File: config.mk
export PLATFORM = sky130hd
export DESIGN_NAME = tcr_top
export DESIGN_NICKNAME = d
export VERILOG_FILES = /design/src/verilog/tcr_pkg.sv /design/src/verilog/tcr_top.sv /design/src/verilog/tcr_tick_gen.sv /design/src/verilog/tcr_cmp_chan.sv
export VERILOG_INCLUDE_DIRS = /design/src /design/src/verilog
export SDC_FILE = /design/constraint.sdc
export NUM_CORES = 1
export LEC_CHECK = 0
export BUFFER_PORTS_ARGS = -buffer_cell sky130_fd_sc_hd__buf_2
export CAP_MARGIN = 20
export CORE_ASPECT_RATIO = 2
export CORE_MARGIN = 2
export CORE_UTILIZATION = 56
export CTS_CLUSTER_SIZE = 20
export DETAILED_ROUTE_END_ITERATION = 16
export GPL_TIMING_DRIVEN = 0
export PLACE_DENSITY = 0.8
export REMOVE_ABC_BUFFERS = 1
export SLEW_MARGIN = 15
export SYNTH_ARGS = -nofsm -noshare
export SYNTH_HDL_FRONTEND = slang
export SYNTH_SLANG_ARGS = --single-unit
File: constraint.sdc
create_clock -name mclk -period 3.2 [get_ports mclk]
set_clock_uncertainty 0.2 [all_clocks]
set_input_delay 0.32 -clock mclk [delete_from_list [all_inputs] [get_ports mclk]]
set_output_delay 0.32 -clock mclk [all_outputs]
set_load 0.005 [all_outputs]
File: src/verilog/tcr_cfg.svh
`ifndef TCR_CFG_SVH
`define TCR_CFG_SVH
// register byte offsets
`define TCR_OFS_CNT_LOW 9'h124
`define TCR_OFS_CNT_HIGH 9'h125
`define TCR_OFS_CAP_LOW 9'h126
`define TCR_OFS_CAP_HIGH 9'h127
`define TCR_OFS_CMPA_LOW 9'h128
`define TCR_OFS_CMPA_HIGH 9'h129
`define TCR_OFS_CMPB_LOW 9'h12a
`define TCR_OFS_CMPB_HIGH 9'h12b
`define TCR_OFS_CMPC_LOW 9'h12c
`define TCR_OFS_CMPC_HIGH 9'h12d
`define TCR_OFS_CTRL 9'h130
`define TCR_OFS_STATUS 9'h131
`define TCR_OFS_MASK 9'h132
// reset values
`define TCR_RST_BYTE 8'h00
`define TCR_RST_WORD 16'h0000
`define TCR_RST_FLAGS 3'h0
`define TCR_RST_PRESC 3'h0
// prescaler selection codes and divisor terminal counts
`define TCR_CS_STOP 3'h0
`define TCR_CS_DIV1 3'h1
`define TCR_CS_DIV8 3'h2
`define TCR_CS_DIV64 3'h3
`define TCR_CS_DIV256 3'h4
`define TCR_CS_DIV1024 3'h5
`define TCR_TC_DIV8 10'h007
`define TCR_TC_DIV64 10'h03f
`define TCR_TC_DIV256 10'h0ff
`define TCR_TC_DIV1024 10'h3ff
`define TCR_PRE_ONE 10'h001
`define TCR_CNT_ONE 16'h0001
`define TCR_NCH 3
`endif

File: src/verilog/tcr_pkg.sv
package tcr_pkg;
  typedef logic [7:0] tcr_byte_t;
  typedef logic [15:0] tcr_word_t;
  typedef logic [8:0] tcr_addr_t;
endpackage : tcr_pkg

File: src/verilog/tcr_top.sv
`timescale 1ns/1ns
`include "tcr_cfg.svh"
// Function
// - counter readable and writable through high and low byte locations.
// - counter reads and writes move both bytes together via latch.
// - one shared high-byte latch serves counter and compare writes and counter and capture reads.
// - counter write suppresses next-tick compare match on all channels.
// - compare values held sixteen bits, compared on every timer tick.
// - three independent compare channels A, B, C with high/low bytes.
// - counter equal to compare signals match, usable for interrupt.
// - match flag sets in tick after the equality tick.
// - compare register bytes commit together on low byte write.
// - capture register read-only and never loaded.
// - capture bytes returned together via shared latch.
// - compare and capture bytes reset to zero.
module tcr_top (
  input wire logic mclk,
  input wire logic rst_n,
  input wire tcr_pkg::tcr_addr_t reg_addr,
  input wire tcr_pkg::tcr_byte_t reg_wdata,
  input wire logic reg_wr,
  input wire logic reg_rd,
  output tcr_pkg::tcr_byte_t reg_rdata,
  output logic irq
);
  import tcr_pkg::*;
  // ==================================================
  // reset synchroniser
  logic rst_meta_n;
  logic rst_sync_n;
  always_ff @(posedge mclk or negedge rst_n) begin
    if (!rst_n) begin
      rst_meta_n <= 1'b0;
      rst_sync_n <= 1'b0;
    end else begin
      rst_meta_n <= 1'b1;
      rst_sync_n <= rst_meta_n;
    end
  end
  // ==================================================
  // state
  tcr_byte_t hold_high;
  tcr_word_t timer_count;
  tcr_word_t compare_values [`TCR_NCH];
  tcr_word_t capture_value;
  logic [2:0] clk_sel;
  logic [2:0] flags;
  logic [2:0] mask;
  logic cnt_written;
  tcr_byte_t next_hold_high;
  tcr_word_t next_timer_count;
  tcr_word_t next_compare_values [`TCR_NCH];
  logic [2:0] next_clk_sel;
  logic [2:0] next_flags;
  logic [2:0] next_mask;
  logic next_cnt_written;
  tcr_byte_t next_rdata;
  logic next_irq;
  logic tick;
  logic [2:0] pend;
  logic [2:0] mset;
  // capture stays at reset value, nothing loads it
  assign capture_value = `TCR_RST_WORD;
  // ==================================================
  // timer tick and compare channels
  tcr_tick_gen u_tick (
    .mclk(mclk),
    .rst_sync_n(rst_sync_n),
    .clk_sel(clk_sel),
    .tick(tick)
  );
  genvar gi;
  generate
    for (gi = 0; gi < `TCR_NCH; gi++) begin : g_ch
      tcr_cmp_chan u_ch (
        .mclk(mclk),
        .rst_sync_n(rst_sync_n),
        .tick(tick),
        .block(cnt_written),
        .count(timer_count),
        .compare(compare_values[gi]),
        .match_pend(pend[gi]),
        .match_set(mset[gi])
      );
    end
  endgenerate
  // ==================================================
  // register writes, counter and flags
  always_comb begin
    next_hold_high = hold_high;
    next_timer_count = timer_count;
    for (int i = 0; i < `TCR_NCH; i++) begin
      next_compare_values[i] = compare_values[i];
    end
    next_clk_sel = clk_sel;
    next_mask = mask;
    next_flags = flags;
    next_cnt_written = cnt_written;
    // written flag covers the next tick only
    if (tick) begin
      next_cnt_written = 1'b0;
      next_timer_count = timer_count + `TCR_CNT_ONE;
    end
    if (reg_wr) begin
      case (reg_addr)
        // high byte writes park in the latch
        `TCR_OFS_CNT_HIGH, `TCR_OFS_CMPA_HIGH, `TCR_OFS_CMPB_HIGH,
        `TCR_OFS_CMPC_HIGH: next_hold_high = reg_wdata;
        // low write commits the whole count, blocks match
        `TCR_OFS_CNT_LOW: begin
          next_timer_count = {hold_high, reg_wdata};
          next_cnt_written = 1'b1;
        end
        // compare commits both bytes from shared latch
        `TCR_OFS_CMPA_LOW: next_compare_values[0] = {hold_high, reg_wdata};
        `TCR_OFS_CMPB_LOW: next_compare_values[1] = {hold_high, reg_wdata};
        `TCR_OFS_CMPC_LOW: next_compare_values[2] = {hold_high, reg_wdata};
        `TCR_OFS_CTRL: next_clk_sel = reg_wdata[2:0];
        `TCR_OFS_MASK: next_mask = reg_wdata[2:0];
        `TCR_OFS_STATUS: next_flags = flags & ~reg_wdata[2:0];
        default: next_hold_high = hold_high;
      endcase
    end
    // hardware set wins over a clear
    next_flags = next_flags | mset;
    // a counter or capture low read snaps the high byte into the latch
    next_rdata = `TCR_RST_BYTE;
    if (reg_rd) begin
      case (reg_addr)
        `TCR_OFS_CNT_LOW: begin
          next_rdata = timer_count[7:0];
          next_hold_high = timer_count[15:8];
        end
        // capture read through the same latch
        `TCR_OFS_CAP_LOW: begin
          next_rdata = capture_value[7:0];
          next_hold_high = capture_value[15:8];
        end
        `TCR_OFS_CMPA_LOW: next_rdata = compare_values[0][7:0];
        `TCR_OFS_CMPB_LOW: next_rdata = compare_values[1][7:0];
        `TCR_OFS_CMPC_LOW: next_rdata = compare_values[2][7:0];
        `TCR_OFS_CMPA_HIGH: next_rdata = compare_values[0][15:8];
        `TCR_OFS_CMPB_HIGH: next_rdata = compare_values[1][15:8];
        `TCR_OFS_CMPC_HIGH: next_rdata = compare_values[2][15:8];
        // counter and capture high locations read the shared latch
        `TCR_OFS_CNT_HIGH, `TCR_OFS_CAP_HIGH: next_rdata = hold_high;
        `TCR_OFS_CTRL: next_rdata = {5'h00, clk_sel};
        `TCR_OFS_STATUS: next_rdata = {5'h00, flags};
        `TCR_OFS_MASK: next_rdata = {5'h00, mask};
        default: next_rdata = `TCR_RST_BYTE;
      endcase
    end
    next_irq = |(next_flags & next_mask);
  end
  // registers
  always_ff @(posedge mclk or negedge rst_sync_n) begin
    if (!rst_sync_n) begin
      hold_high <= `TCR_RST_BYTE;
      timer_count <= `TCR_RST_WORD;
      for (int i = 0; i < `TCR_NCH; i++) begin
        compare_values[i] <= `TCR_RST_WORD;
      end
      clk_sel <= `TCR_RST_PRESC;
      mask <= `TCR_RST_FLAGS;
      flags <= `TCR_RST_FLAGS;
      cnt_written <= 1'b0;
      reg_rdata <= `TCR_RST_BYTE;
      irq <= 1'b0;
    end else begin
      hold_high <= next_hold_high;
      timer_count <= next_timer_count;
      for (int i = 0; i < `TCR_NCH; i++) begin
        compare_values[i] <= next_compare_values[i];
      end
      clk_sel <= next_clk_sel;
      mask <= next_mask;
      flags <= next_flags;
      cnt_written <= next_cnt_written;
      reg_rdata <= next_rdata;
      irq <= next_irq;
    end
  end
  // ==================================================
  // checks
  // a counter write blocks a match at the next tick
  chk_write_blocks: assert property (@(posedge mclk) disable iff (!rst_sync_n)
    (tick && cnt_written) |=> (mset == 3'h0))
    else $error("counter write did not block match");
  chk_block_flag: assert property (@(posedge mclk) disable iff (!rst_sync_n)
    (reg_wr && reg_addr == `TCR_OFS_CNT_LOW) |=> cnt_written)
    else $error("counter write not remembered");
  chk_pend_clear: assert property (@(posedge mclk) disable iff (!rst_sync_n)
    (tick && cnt_written) |=> (pend == 3'h0))
    else $error("match not suppressed after counter write");
  // equality at a tick gives a pending match
  chk_eq_pend: assert property (@(posedge mclk) disable iff (!rst_sync_n)
    (tick && !cnt_written && timer_count == compare_values[0]) |=> pend[0])
    else $error("equality not recorded for channel a");
  chk_flag_set: assert property (@(posedge mclk) disable iff (!rst_sync_n)
    mset[1] |=> flags[1])
    else $error("match flag b not set");
  // compare commits both bytes from the latch
  chk_cmp_commit: assert property (@(posedge mclk) disable iff (!rst_sync_n)
    (reg_wr && reg_addr == `TCR_OFS_CMPC_LOW) |=>
    (compare_values[2] == {$past(hold_high), $past(reg_wdata)}))
    else $error("compare c not committed whole");
  chk_low_latch: assert property (@(posedge mclk) disable iff (!rst_sync_n)
    (reg_rd && reg_addr == `TCR_OFS_CNT_LOW) |=>
    (hold_high == $past(timer_count[15:8]) && reg_rdata == $past(timer_count[7:0])))
    else $error("count low read did not latch high");
  chk_cap_zero: assert property (@(posedge mclk) disable iff (!rst_sync_n)
    (reg_rd && reg_addr == `TCR_OFS_CAP_LOW) |=> (reg_rdata == 8'h00))
    else $error("capture register not zero");
  // irq follows flags and mask
  chk_irq_level: assert property (@(posedge mclk) disable iff (!rst_sync_n)
    irq == |(flags & mask))
    else $error("irq mismatch");
  cov_cnt_write: cover property (@(posedge mclk) reg_wr && reg_addr == `TCR_OFS_CNT_LOW);
  cov_match_a: cover property (@(posedge mclk) mset[0]);
  cov_irq: cover property (@(posedge mclk) irq);
  cov_cap_read: cover property (@(posedge mclk) reg_rd && reg_addr == `TCR_OFS_CAP_LOW);
endmodule : tcr_top

File: src/verilog/tcr_tick_gen.sv
`timescale 1ns/1ns
`include "tcr_cfg.svh"
// free running prescaler making one-cycle timer tick enables
module tcr_tick_gen (
  input wire logic mclk,
  input wire logic rst_sync_n,
  input wire logic [2:0] clk_sel,
  output logic tick
);
  import tcr_pkg::*;
  logic [9:0] pre;
  logic [9:0] next_pre;
  logic [9:0] tc;
  // next prescaler value and tick decode
  always_comb begin
    next_pre = pre + `TCR_PRE_ONE;
    case (clk_sel)
      `TCR_CS_DIV8: tc = `TCR_TC_DIV8;
      `TCR_CS_DIV64: tc = `TCR_TC_DIV64;
      `TCR_CS_DIV256: tc = `TCR_TC_DIV256;
      default: tc = `TCR_TC_DIV1024;
    endcase
    case (clk_sel)
      `TCR_CS_STOP: tick = 1'b0;
      `TCR_CS_DIV1: tick = 1'b1;
      `TCR_CS_DIV8, `TCR_CS_DIV64, `TCR_CS_DIV256, `TCR_CS_DIV1024: tick = ((pre & tc) == tc);
      default: tick = 1'b0;
    endcase
  end
  // prescaler register
  always_ff @(posedge mclk or negedge rst_sync_n) begin
    if (!rst_sync_n) begin
      pre <= 10'h000;
    end else begin
      pre <= next_pre;
    end
  end
endmodule : tcr_tick_gen

File: src/verilog/tcr_cmp_chan.sv
`timescale 1ns/1ns
`include "tcr_cfg.svh"
// one compare channel: equality seen at a tick, flagged at the next tick
module tcr_cmp_chan (
  input wire logic mclk,
  input wire logic rst_sync_n,
  input wire logic tick,
  input wire logic block,
  input wire tcr_pkg::tcr_word_t count,
  input wire tcr_pkg::tcr_word_t compare,
  output logic match_pend,
  output logic match_set
);
  import tcr_pkg::*;
  logic next_pend;
  // set one tick after counter equals compare, unless blocked
  always_comb begin
    next_pend = match_pend;
    match_set = tick && match_pend;
    if (tick) begin
      next_pend = (count == compare) && !block;
    end
  end
  // pending match register
  always_ff @(posedge mclk or negedge rst_sync_n) begin
    if (!rst_sync_n) begin
      match_pend <= 1'b0;
    end else begin
      match_pend <= next_pend;
    end
  end
endmodule : tcr_cmp_chan

======== Word-level counts from Yosys, hierarchy flattened ========
Index checks and enable logic that the tools add are counted.
operators by class
  equal/unequal tests ..................... 22
  reduce and logical (&&, ||, !) cells .... 15
  $add $sub $neg .......................... 2
  mux-type cells .......................... 18
  bitwise logic cells ..................... 5
operators with widths
  kind                                            count
  == test 9 bit (second input constant)           13
  case mux 8 bit (11 select lines)                1
  == test 16 bit                                  3
  2-to-1 mux 16 bit                               3
  2-to-1 mux 8 bit                                4
  case mux 10 bit (3 select lines)                1
  adder 16 x 1 -> 16 bit (second input constant)  1
  case mux 8 bit (2 select lines)                 1
  2-to-1 mux 3 bit                                4
  adder 10 x 1 -> 10 bit (second input constant)  1
  AND 10 bit                                      1
  == test 10 bit                                  1
  AND reduction 2 bit                             4
  OR reduction 4 bit                              2
  AND 3 bit                                       2
  == test 3 x 2 -> 1 bit (second input constant)  2
  == test 3 bit (second input constant)           2
  logical AND 1 bit                               6
  == test 3 x 1 -> 1 bit (second input constant)  1
  2-to-1 mux 1 bit                                3
  inverter 3 bit                                  1
  bitwise OR 3 bit                                1
  OR reduction 3 bit                              1
  case mux 1 bit (2 select lines)                 1
  other kinds (2)                                 2
word-level totals
  word-level logic and storage cells ...... 79
  output and inout bits ................... 9
  register bits after elaboration ......... 106
  bits of input ports ..................... 21

======== Logic depth before layout (Yosys ltp) ========
Gate-level depths: netlist (run 1).
  depth after elaboration ................. 9
  mapped depth ............................ 9
  mapped depth without buffers ............ 6

======== Cells and area by module ========
A second synthesis (run 1) with hierarchy kept.
unflattened totals
  cells, all modules ...................... 491
  area, all modules ....................... 5693.0 µm²
modules (own cells, without submodules)
  module        seq. area each (µm²)  cells each  instances  area an instance (µm²)
  tcr_top       2327.2                376         1          4574.4
  tcr_cmp_chan  25.0                  26          3          219.0
  tcr_tick_gen  250.2                 37          1          461.7

======== Worst setup path before layout (run 1) ========
OpenSTA, ideal clock, no wires.
  path kind ............................... register to register
  start ................................... register u_tick.pre[0]
  end ..................................... register timer_count[14]
  required time ........................... 2918 ps
  arrival ................................. 1856 ps
  cell stages (with the launch flop) ...... 7
  clock period less this slack ............ 2138 ps
  setup time .............................. 82 ps
  buffers on the path ..................... 0
  slack ................................... 1062 ps
  path through ............................ dfrtp_1 -> ha_1 -> nand2_1 -> a211oi_2 -> o221ai_2 -> or4_1 -> a31oi_1
on the way
  longest elaborated chain between the ends .. 6
RTL lines
  item                               line                text
  start: declaration                 tcr_tick_gen.sv:11  logic [9:0] pre;
  start signal: assignment           tcr_tick_gen.sv:35  pre <= next_pre;
  AND 10 bit *                       tcr_tick_gen.sv:26  `TCR_CS_DIV8, `TCR_CS_DIV64, `TCR_CS_DIV256, `TCR_CS_DIV1024: tick = ((pre & tc) == tc);
  == test 10 bit *                   tcr_tick_gen.sv:26
  case mux 1 bit (2 select lines) *  tcr_tick_gen.sv:23  case (clk_sel)
  2-to-1 mux 16 bit *                tcr_top.sv:100      if (tick) begin
  2-to-1 mux 16 bit                  tcr_top.sv:105      case (reg_addr)
  2-to-1 mux 16 bit *                tcr_top.sv:104      if (reg_wr) begin
  named net next_timer_count[14]     tcr_top.sv:51       tcr_word_t next_timer_count;
  end signal: assignment             tcr_top.sv:159      timer_count <= `TCR_RST_WORD;
  end signal: assignment             tcr_top.sv:171      timer_count <= next_timer_count;
  end: declaration                   tcr_top.sv:43       tcr_word_t timer_count;
Mark *: on every way through the listed nets, which the timed path passes. The rest lies on a longest branch.
A chain may end at the register's enable or synchronous reset.

======== Worst setup path after layout (run 1) ========
  start ................................... input reg_addr[1]
  end ..................................... register irq
on the way
  elaborated cells on any way between the ends .. 9
  classes of those cells .................. eq/ne: 2; mux: 4; bitwise: 2; reduce/logical: 1
RTL lines
  item                    line            text
  start: declaration      tcr_top.sv:19   input wire tcr_pkg::tcr_addr_t reg_addr,
  == test 9 bit           tcr_top.sv:105
  2-to-1 mux 3 bit        tcr_top.sv:105
  2-to-1 mux 3 bit        tcr_top.sv:104
  named net next_mask[1]  tcr_top.sv:55   logic [2:0] next_mask;
  AND 3 bit               tcr_top.sv:153  next_irq = |(next_flags & next_mask);
  OR reduction 3 bit      tcr_top.sv:153
  named net next_irq      tcr_top.sv:58   logic next_irq;
  end signal: assignment  tcr_top.sv:180  irq <= next_irq;
  end: declaration        tcr_top.sv:24   output logic irq
The timed path passes the listed nets, and every way through them passes these cells.

==> results of run 1 <==
-- layout make-up --
class | instances | area [µm²]
timing repair buffer | 33 | 209
clock inverter | 5 | 50.0
fill | 887 | 4030
multi-input combinational | 394 | 3110
tap | 137 | 171
inverter | 3 | 11.3
sequential | 106 | 2660
clock buffer | 11 | 243
-- metal layers --
metal	GRT usage [%]	vias up	wire [µm]
met3	5.40	106	1110
met1	34.0	2300	5910
met2	51.8	254	8550
li1	-	2009	-
met5	0	-	0
met4	24.2	0	1480
-- synthesized netlist by cell type, types with 2 or more instances --
cell       count  area share, %
nand2_1       38            2.4
a22o_1         3           0.44
mux2i_1       15            2.5
o31ai_1        6           0.75
buf_6          5           0.94
o31a_1         3           0.44
nand3_4        2           0.59
o21ai_0       21            1.8
buf_1          5           0.31
and2_1         7           0.73
a32oi_1        7            1.0
mux2_4        20            5.0
nand3b_1      10            1.3
ha_1           2           0.42
a21boi_0       4           0.50
nor2b_1        2           0.21
nor2_1        20            1.3
a21oi_1        5           0.42
o21a_1         3           0.38
and3_1         8           0.84
o211ai_1       5           0.63
mux2_2        37            7.0
a211oi_2       2           0.42
xor2_1        52            7.6
o41ai_1        3           0.44
nor3_1         3           0.25
o221ai_1       3           0.44
buf_2          5           0.42
clkbuf_1      28            1.8
nand3_1       19            1.6
o2bb2ai_1      2           0.29
nand3_2        2           0.33
mux4_2         2           0.75
nand4_1       14            1.5
or4_1          9            1.1
xnor2_1        7            1.0
dfrtp_1      106             44
a31oi_1       11            1.2
a22oi_1        9            1.1
or3_1          6           0.63
inv_1          3           0.19
nor4_1         9           0.94
-- where the power goes --
| part | leakage, nW | internal, W | switching [W] | total, W |
|---|---|---|---|---|
| clock | 0.139 | 0.000562 | 0.000528 | 0.00109 |
| combinational | 1.35 | 0.000125 | 0.000207 | 0.000332 |
| sequential | 1.36 | 0.00138 | 0.000109 | 0.00149 |
| total | 2.85 | 0.00207 | 0.000844 | 0.00292 |
-- flip-flops by register name, indices dropped and copies added (netlist names) --
signal / cells
irq: 1
clk_sel: 3
rst_sync_n: 1
flags: 3
timer_count: 16
g_ch.u_ch.match_pend: 3
hold_high: 8
compare_values: 48
mask: 3
reg_rdata: 8
cnt_written: 1
rst_meta_n: 1
u_tick.pre: 10
-- final timing paths --
check / startpoint / to / slack, ps
worst max-delay path: reg_addr[1] / irq$_DFF_PN0_ / 480
worst min-delay path: reg_wdata[5] / timer_count[5]$_DFF_PN0_ / 50
worst max register to register: u_tick.pre[0]$_DFF_PN0_ / timer_count[11]$_DFF_PN0_ / 590
worst min register to register: rst_meta_n$_DFF_PN0_ / rst_sync_n$_DFF_PN0_ / 160
max in group asynchronous: rst_sync_n$_DFF_PN0_ / reg_rdata[1]$_DFF_PN0_ / 1890
min in group asynchronous: rst_n / rst_sync_n$_DFF_PN0_ / 70
-- worst max-delay path: cells and delay by family --
kind / cells / cell delay, ps
AO/OA/AOI/OAI: 2 / 500
multiplexers: 1 / 360
buffers and inverters: 1 / 510
AND/OR/NAND/NOR: 2 / 1040
-- cell families after synthesis --
kind of cell,Yosys count,synth area share [%]
compound gates,96,11.6
xor+xnor,59,8.64
fa+ha+maj,2,0.418
buf+inv,47,3.75
flops,106,44.4
mux,74,15.3
other cells,1,0.0627
simple gates,162,15.9
-- stage by stage --
step	instances	TNS, ps	setup slack, ps	hold slack [ps]
final	689	0	475	45.4
after global placement	669	-126460	-1210	-95.2
after detailed placement	670	-2970	-196	-93.3
after CTS	687	0	167	41.8
after global routing	689	0	401	61.8
after floorplan	503	-17830	-171	-176
==> impl_summary.txt, run 1 <==
----------------------------------------------------
[Place]
  IO Port Bufs ... 29
  Final weighted congestion in routability-driven placement ... between 1 and 1.5
  Dpl hpwl ... approximately 12,000 µm
  Placement-stage cell area ... 0.00611 mm²

[GRT]
  Remaining Overflow, GRT ... 0
  Largest net degree at the start of global routing ... 59
  GR Util All Layers ... 30.7%
  Initial antenna violation count ... 0
  Vias in the first global route ... between 4,000 and 5,000
  Global-route wire length before repair ... ~26,000 µm

[Clock network]
  Clock-pin slew on the worst setup and hold paths ... 70 ps
  CTS H-Tree Depth ... 3
  Post-CTS Setup Repair Bufs ... 0
  Cts hold-fix bufs ... 1
  Clock root buffer master ... clkbuf_16
  Buffer depth of the longest clock path ... 2
  Count of clock tree sinks ... 106
  Resized cells post-CTS ... 0
  CTS Buf Count ... 9
  Clock insertion delay at the later pin of the skew report ... 350 ps
  CTS tree ... built

[STA]
  Fin. Hold Viols ... 0
  Unrepaired setup endpoints after global routing ... no
  Number of setup violations in the final report ... 0
  Least-Margin Pin Slew ... about 1200 ps
  Share of the clock period used by the worst path after layout ... a little under nine tenths
  Relative slew slack ... 19.2%
  Count of pins over their slew limit ... 0
  Final critical-path required period ... approximately 2700 ps
  Maximum clock frequency ... around 0.37 GHz

[Synthesis]
  Synth Area per Inst ... approximately 11 µm²
  Most instantiated flip-flop cell in the synthesis netlist ... dfrtp_1
  Number of synthesized flops with an enable pin ... 0
  Number of storage elements in the synthesis netlist ... approximately 110
  Proportion of synthesized chip area in sequential cells ... ~44%
  Synth unique cells ... 66
  Synth Cell Area ... around 0.006 mm²
  Cell count after synthesis ... 547
  Yosys synthesis warning count ... 0
  Async S/R FF share, synth ... 100%

[Floorplanning]
  Die Height ... 150 µm
  Full die area ... 0.0116 mm²
  X dimension of the die ... a little under 80 µm
  Area of the core ... between 0.01 and 0.015 mm²
  Row count ... 53
  I/O pin total ... 30
  Initial core utilization ... 57.1%

[Setup path]
  Signal arrival time at the worst endpoint ... around 2700 ps
  Length in cells of the worst reg-to-reg path ... 7
  Crit start category ... primary input
  CP Cell Sequence ... buf_2 -> nor2b_1 -> nand4_1 -> mux2_2 -> a21boi_0 -> a211o_1
  Slowest stage cell on the critical path ... nor2b_1
  Critical path data required time ... 3220 ps
  Setup Crit Path Kind ... primary input to flop
  Max stage delay on crit path ... between 700 and 800 ps
  Kind of capture point of the worst setup path ... flop
  Maximum fanout along the worst path ... 27

[Flow run]
  Max-Cap Viols ... 0

[Detailed routing]
  Vias ... ~4,700
  DRC Markers ... 0
  Avg Vias per Cell ... ~6.8
  Final Routed Wirelength ... ~17,000 µm
  Post-DR wirelength/cell ... around 25 µm
  Number of DRC markers in iteration 0 ... ~620
  Remaining antenna violation count ... 0
  Count of TritonRoute iterations in the first routing pass ... 5

[Cells and area]
  Top library cells by usage in the layout, fill and taps aside ... dfrtp_1, xor2_1, nand2_1
  Design area ... between 0.006 and 0.007 mm²
  Ant. Diodes ... 0
  Total number of nets in the final design ... 570
  Area growth from synthesis to layout ... 7.87%
  Share of the core filled with cells ... 61.6%
  Layout cell share with drive strength beyond 1 ... ~22%
  Most frequent standard cell in the layout excluding fill and tap cells ... dfrtp_1

[Min path]
  Min-delay worst type ... primary input to flop
  Worst hold path stage count ... 3

[Power]
  Total power of the final layout ... between 0.002 and 0.003 W
  Power per cell area ... ~450 mW/mm²
  Static Leak ... 2.85 nW
  Largest vdd supply drop ... 0.281 mV

[Outcome]
  Outcome ... completed

----------------------------------------------------
(Power assumes the default switching activity.)
==> run 2, diff against run 1 <==
--- a/config.mk
+++ b/config.mk
@@ -15,6 +15,7 @@
 export DETAILED_ROUTE_END_ITERATION = 16
 export GPL_TIMING_DRIVEN = 0
 export PLACE_DENSITY = 0.8
+export RECOVER_POWER = 25
 export REMOVE_ABC_BUFFERS = 1
 export SLEW_MARGIN = 15
 export SYNTH_ARGS = -nofsm -noshare
==> run 2 against run 1 <==
Sequential share of layout area hardly changed; setup slack worse by 6.5 ps; highest routed layer unchanged; critical path depth did not move; sequential cell count unchanged.
==> impl_summary.txt, run 2 (synthesized netlist as in run 1, its figures left out) <==
----------------------------------------------------
[Cells and area]
  Area of the multi-input gates ... 0.00311 mm² (unchanged)
  Number of flip-flops under the largest register name ... 48 (unchanged)
  Total of fill cells in the finished design ... 887 (unchanged)
  Reg with most FFs ... compare_values (unchanged)
  FF+latch area ... 0.00266 mm² (unchanged)
  Design area ... 0.00645 mm² (about the same)
  Most frequent standard cell in the layout excluding fill and tap cells ... dfrtp_1 (unchanged)
  Ant. Diodes ... 0 (unchanged)
  Finished Layout Cells ... 689 (unchanged)
  Area growth from synthesis to layout ... 7.85% (was 7.87%)
  Top library cells by usage in the layout, fill and taps aside ... dfrtp_1, xor2_1, nand2_1 (unchanged)
  Total number of nets in the final design ... 570 (unchanged)
  Layout cell share with drive strength beyond 1 ... 21.9% (was 22.1%)
  Top flop regs ... compare_values x48, timer_count x16, u_tick.pre x10 (unchanged)

[Clock network]
  Clock root buffer master ... clkbuf_16 (unchanged)
  CTS H-Tree Depth ... 3 (unchanged)
  Clock insertion delay at the later pin of the skew report ... 350 ps (about the same)
  Cts hold-fix bufs ... 1 (unchanged)
  Resized cells post-CTS ... 0 (unchanged)
  Post-CTS Setup Repair Bufs ... 0 (unchanged)
  Buffer depth of the longest clock path ... 2 (unchanged)
  Count of clock tree sinks ... 106 (unchanged)
  CTS Buf Count ... 9 (unchanged)
  CTS tree ... built (unchanged)
  Clock-pin slew on the worst setup and hold paths ... 70 ps (about the same)

[STA]
  Final critical-path required period ... 2730 ps (was 2720 ps)
  Least-Margin Pin Slew ... 1200 ps (about the same)
  Count of pins over their slew limit ... 0 (unchanged)
  Unrepaired setup endpoints after global routing ... no (unchanged)
  Number of setup violations in the final report ... 0 (unchanged)
  Share of the clock period used by the worst path after layout ... 85.3% (was 85.1%)
  Fin. Hold Viols ... 0 (unchanged)
  Relative slew slack ... 19.5% (was 19.2%)
  Maximum clock frequency ... 0.366 GHz (was 0.367 GHz)

[Setup path]
  Crit start category ... primary input (unchanged)
  Length in cells of the worst reg-to-reg path ... 7 (unchanged)
  Setup Crit Path Kind ... primary input to flop (unchanged)
  Maximum fanout along the worst path ... 27 (unchanged)
  Flop2flop setup slack ... 590 ps (about the same)
  Endpoint of the worst-slack reg-to-reg timing path ... timer_count[11]$_DFF_PN0_ (unchanged)
  Slowest stage cell on the critical path ... nor2b_1 (unchanged)
  Beginning of the worst register-to-register path ... u_tick.pre[0]$_DFF_PN0_ (unchanged)
  Max stage delay on crit path ... 730 ps (about the same)
  Kind of capture point of the worst setup path ... flop (unchanged)
  Kind of cell with the highest combined delay on the critical path ... simple AND/OR/NAND/NOR gates (unchanged)
  CP Cell Sequence ... buf_2 -> nor2b_1 -> nand4_1 -> mux2_2 -> a21boi_0 -> a211o_1 (unchanged)
  Signal arrival time at the worst endpoint ... 2750 ps (was 2740 ps)
  Buffers plus inverters on the worst setup path ... 1 (unchanged)
  Critical path data required time ... 3220 ps (about the same)

[Power]
  Power per cell area ... 453 mW/mm² (was 452 mW/mm²)
  Int Power ... 0.00207 W (about the same)
  Share of total power in the clock network ... 37.5% (was 37.4%)
  Static Leak ... 2.85 nW (about the same)
  Proportion of power drawn by combinational gates ... 11.4% (about the same)
  Largest vdd supply drop ... 0.284 mV (was 0.281 mV)
  Net switching fraction of the power ... 29.0% (was 28.9%)
  Flop pwr share ... 51.2% (about the same)
  Net switching power ... 0.000847 W (was 0.000844 W)
  Total power of the final layout ... 0.00292 W (about the same)

[Min path]
  Startpoint of the worst hold path ... reg_wdata[5] (unchanged)
  Worst hold path stage count ... 3 (unchanged)
  End point of the most critical hold path ... timer_count[5]$_DFF_PN0_ (unchanged)
  Min-delay worst type ... primary input to flop (unchanged)

[Flow run]
  Max-Cap Viols ... 0 (unchanged)

[GRT]
  Vias in the first global route ... 4,619 (unchanged)
  Global-route wire length before repair ... 26,400 µm (unchanged)
  Initial antenna violation count ... 0 (unchanged)
  Remaining Overflow, GRT ... 0 (unchanged)
  Largest net degree at the start of global routing ... 59 (unchanged)
  GR Util All Layers ... 30.7% (unchanged)

[Place]
  Placement-stage cell area ... 0.00611 mm² (unchanged)
  IO Port Bufs ... 29 (unchanged)
  Dpl hpwl ... 11,800 µm (unchanged)
  Final weighted congestion in routability-driven placement ... 1.02 (unchanged)
  Total instance count after detailed placement ... 670 (unchanged)

[Floorplanning]
  Initial core utilization ... 57.1% (unchanged)
  X dimension of the die ... 77.1 µm (unchanged)
  Full die area ... 0.0116 mm² (unchanged)
  Die Height ... 150 µm (unchanged)
  I/O pin total ... 30 (unchanged)
  Area of the core ... 0.0105 mm² (unchanged)
  Row count ... 53 (unchanged)

[Detailed routing]
  Number of DRC markers in iteration 0 ... 623 (unchanged)
  Post-DR wirelength/cell ... 24.8 µm (was 24.7 µm)
  Final Routed Wirelength ... 17,100 µm (was 17,000 µm)
  Avg Vias per Cell ... 6.72 (was 6.78)
  Vias ... 4,631 (was 4,669)
  DRC Markers ... 0 (unchanged)
  Count of TritonRoute iterations in the first routing pass ... 6 (was 5)
  Remaining antenna violation count ... 0 (unchanged)

[Outcome]
  Outcome ... completed (unchanged)

----------------------------------------------------
[run 2: worst max-delay path by stage]
stage / to / depth (start not counted) / slack (ps) / start
finish: irq$_DFF_PN0_ / 6 / 470 / reg_addr[1]
global route: reg_rdata[0]$_DFF_PN0_ / 6 / 400 / reg_addr[0]
CTS: compare_values[16]$_DFFE_PN0P_ / 5 / 170 / reg_addr[4]
detailed placement: compare_values[23]$_DFFE_PN0P_ / 5 / -200 / reg_addr[4]
global placement: reg_rdata[1]$_DFF_PN0_ / 0 / -1210 / rst_sync_n$_DFF_PN0_
floorplan: clk_sel[0]$_DFFE_PN0P_ / 0 / -170 / rst_sync_n$_DFF_PN0_
[run 2: layout make-up]
| cell class | count | share of cell area, % |
|---|---|---|
| Inverter | 3 | 0.175 |
| Sequential cell | 106 | 41.2 |
| Clock inverter | 5 | 0.776 |
| Clock buffer | 11 | 3.76 |
| Tap cell | 137 | 2.66 |
| Timing Repair Buffer | 33 | 3.22 |
| Multi-Input combinational cell | 394 | 48.2 |
[run 2: power by group through the flow]
stage	Combinational (W)	Clock (W)	Sequential [W]
2_1_floorplan	0.000190	0	0.00149
3_3_place_gp	0.000293	0	0.00152
3_5_place_dp	0.000316	0	0.00152
4_1_cts	0.000321	0.00111	0.00149
5_1_grt	0.000355	0.00116	0.00150
6_report	0.000332	0.00109	0.00149
[run 2: worst register-to-register path, delay by kind of cell, from the launching register on]
kind	cells	cell delay, ps
compound gates	3	810
simple gates	2	640
flops	1	390
fa+ha+maj	1	250
buf+inv	1	230
[run 2: metrics by stage]
| step | setup TNS, ps | utilization [%] | hold slack [ps] | setup slack [ps] |
|---|---|---|---|---|
| after detailed placement | -2970 | 58.4 | -93.3 | -196 |
| after global routing | 0 | 61.5 | 61.8 | 401 |
| after floorplan | -17830 | - | -176 | -171 |
| after global placement | -126460 | 58.1 | -95.2 | -1210 |
| after CTS | 0 | 61.2 | 41.8 | 167 |
| final | 0 | 61.5 | 43.3 | 469 |
[run 2: routing by layer]
layer	track usage [%]	up-vias	wire, µm
met5	0	-	0
met4	24.2	0	1470
met3	5.40	93	1180
met2	51.8	237	8580
met1	34.0	2294	5860
li1	-	2007	-
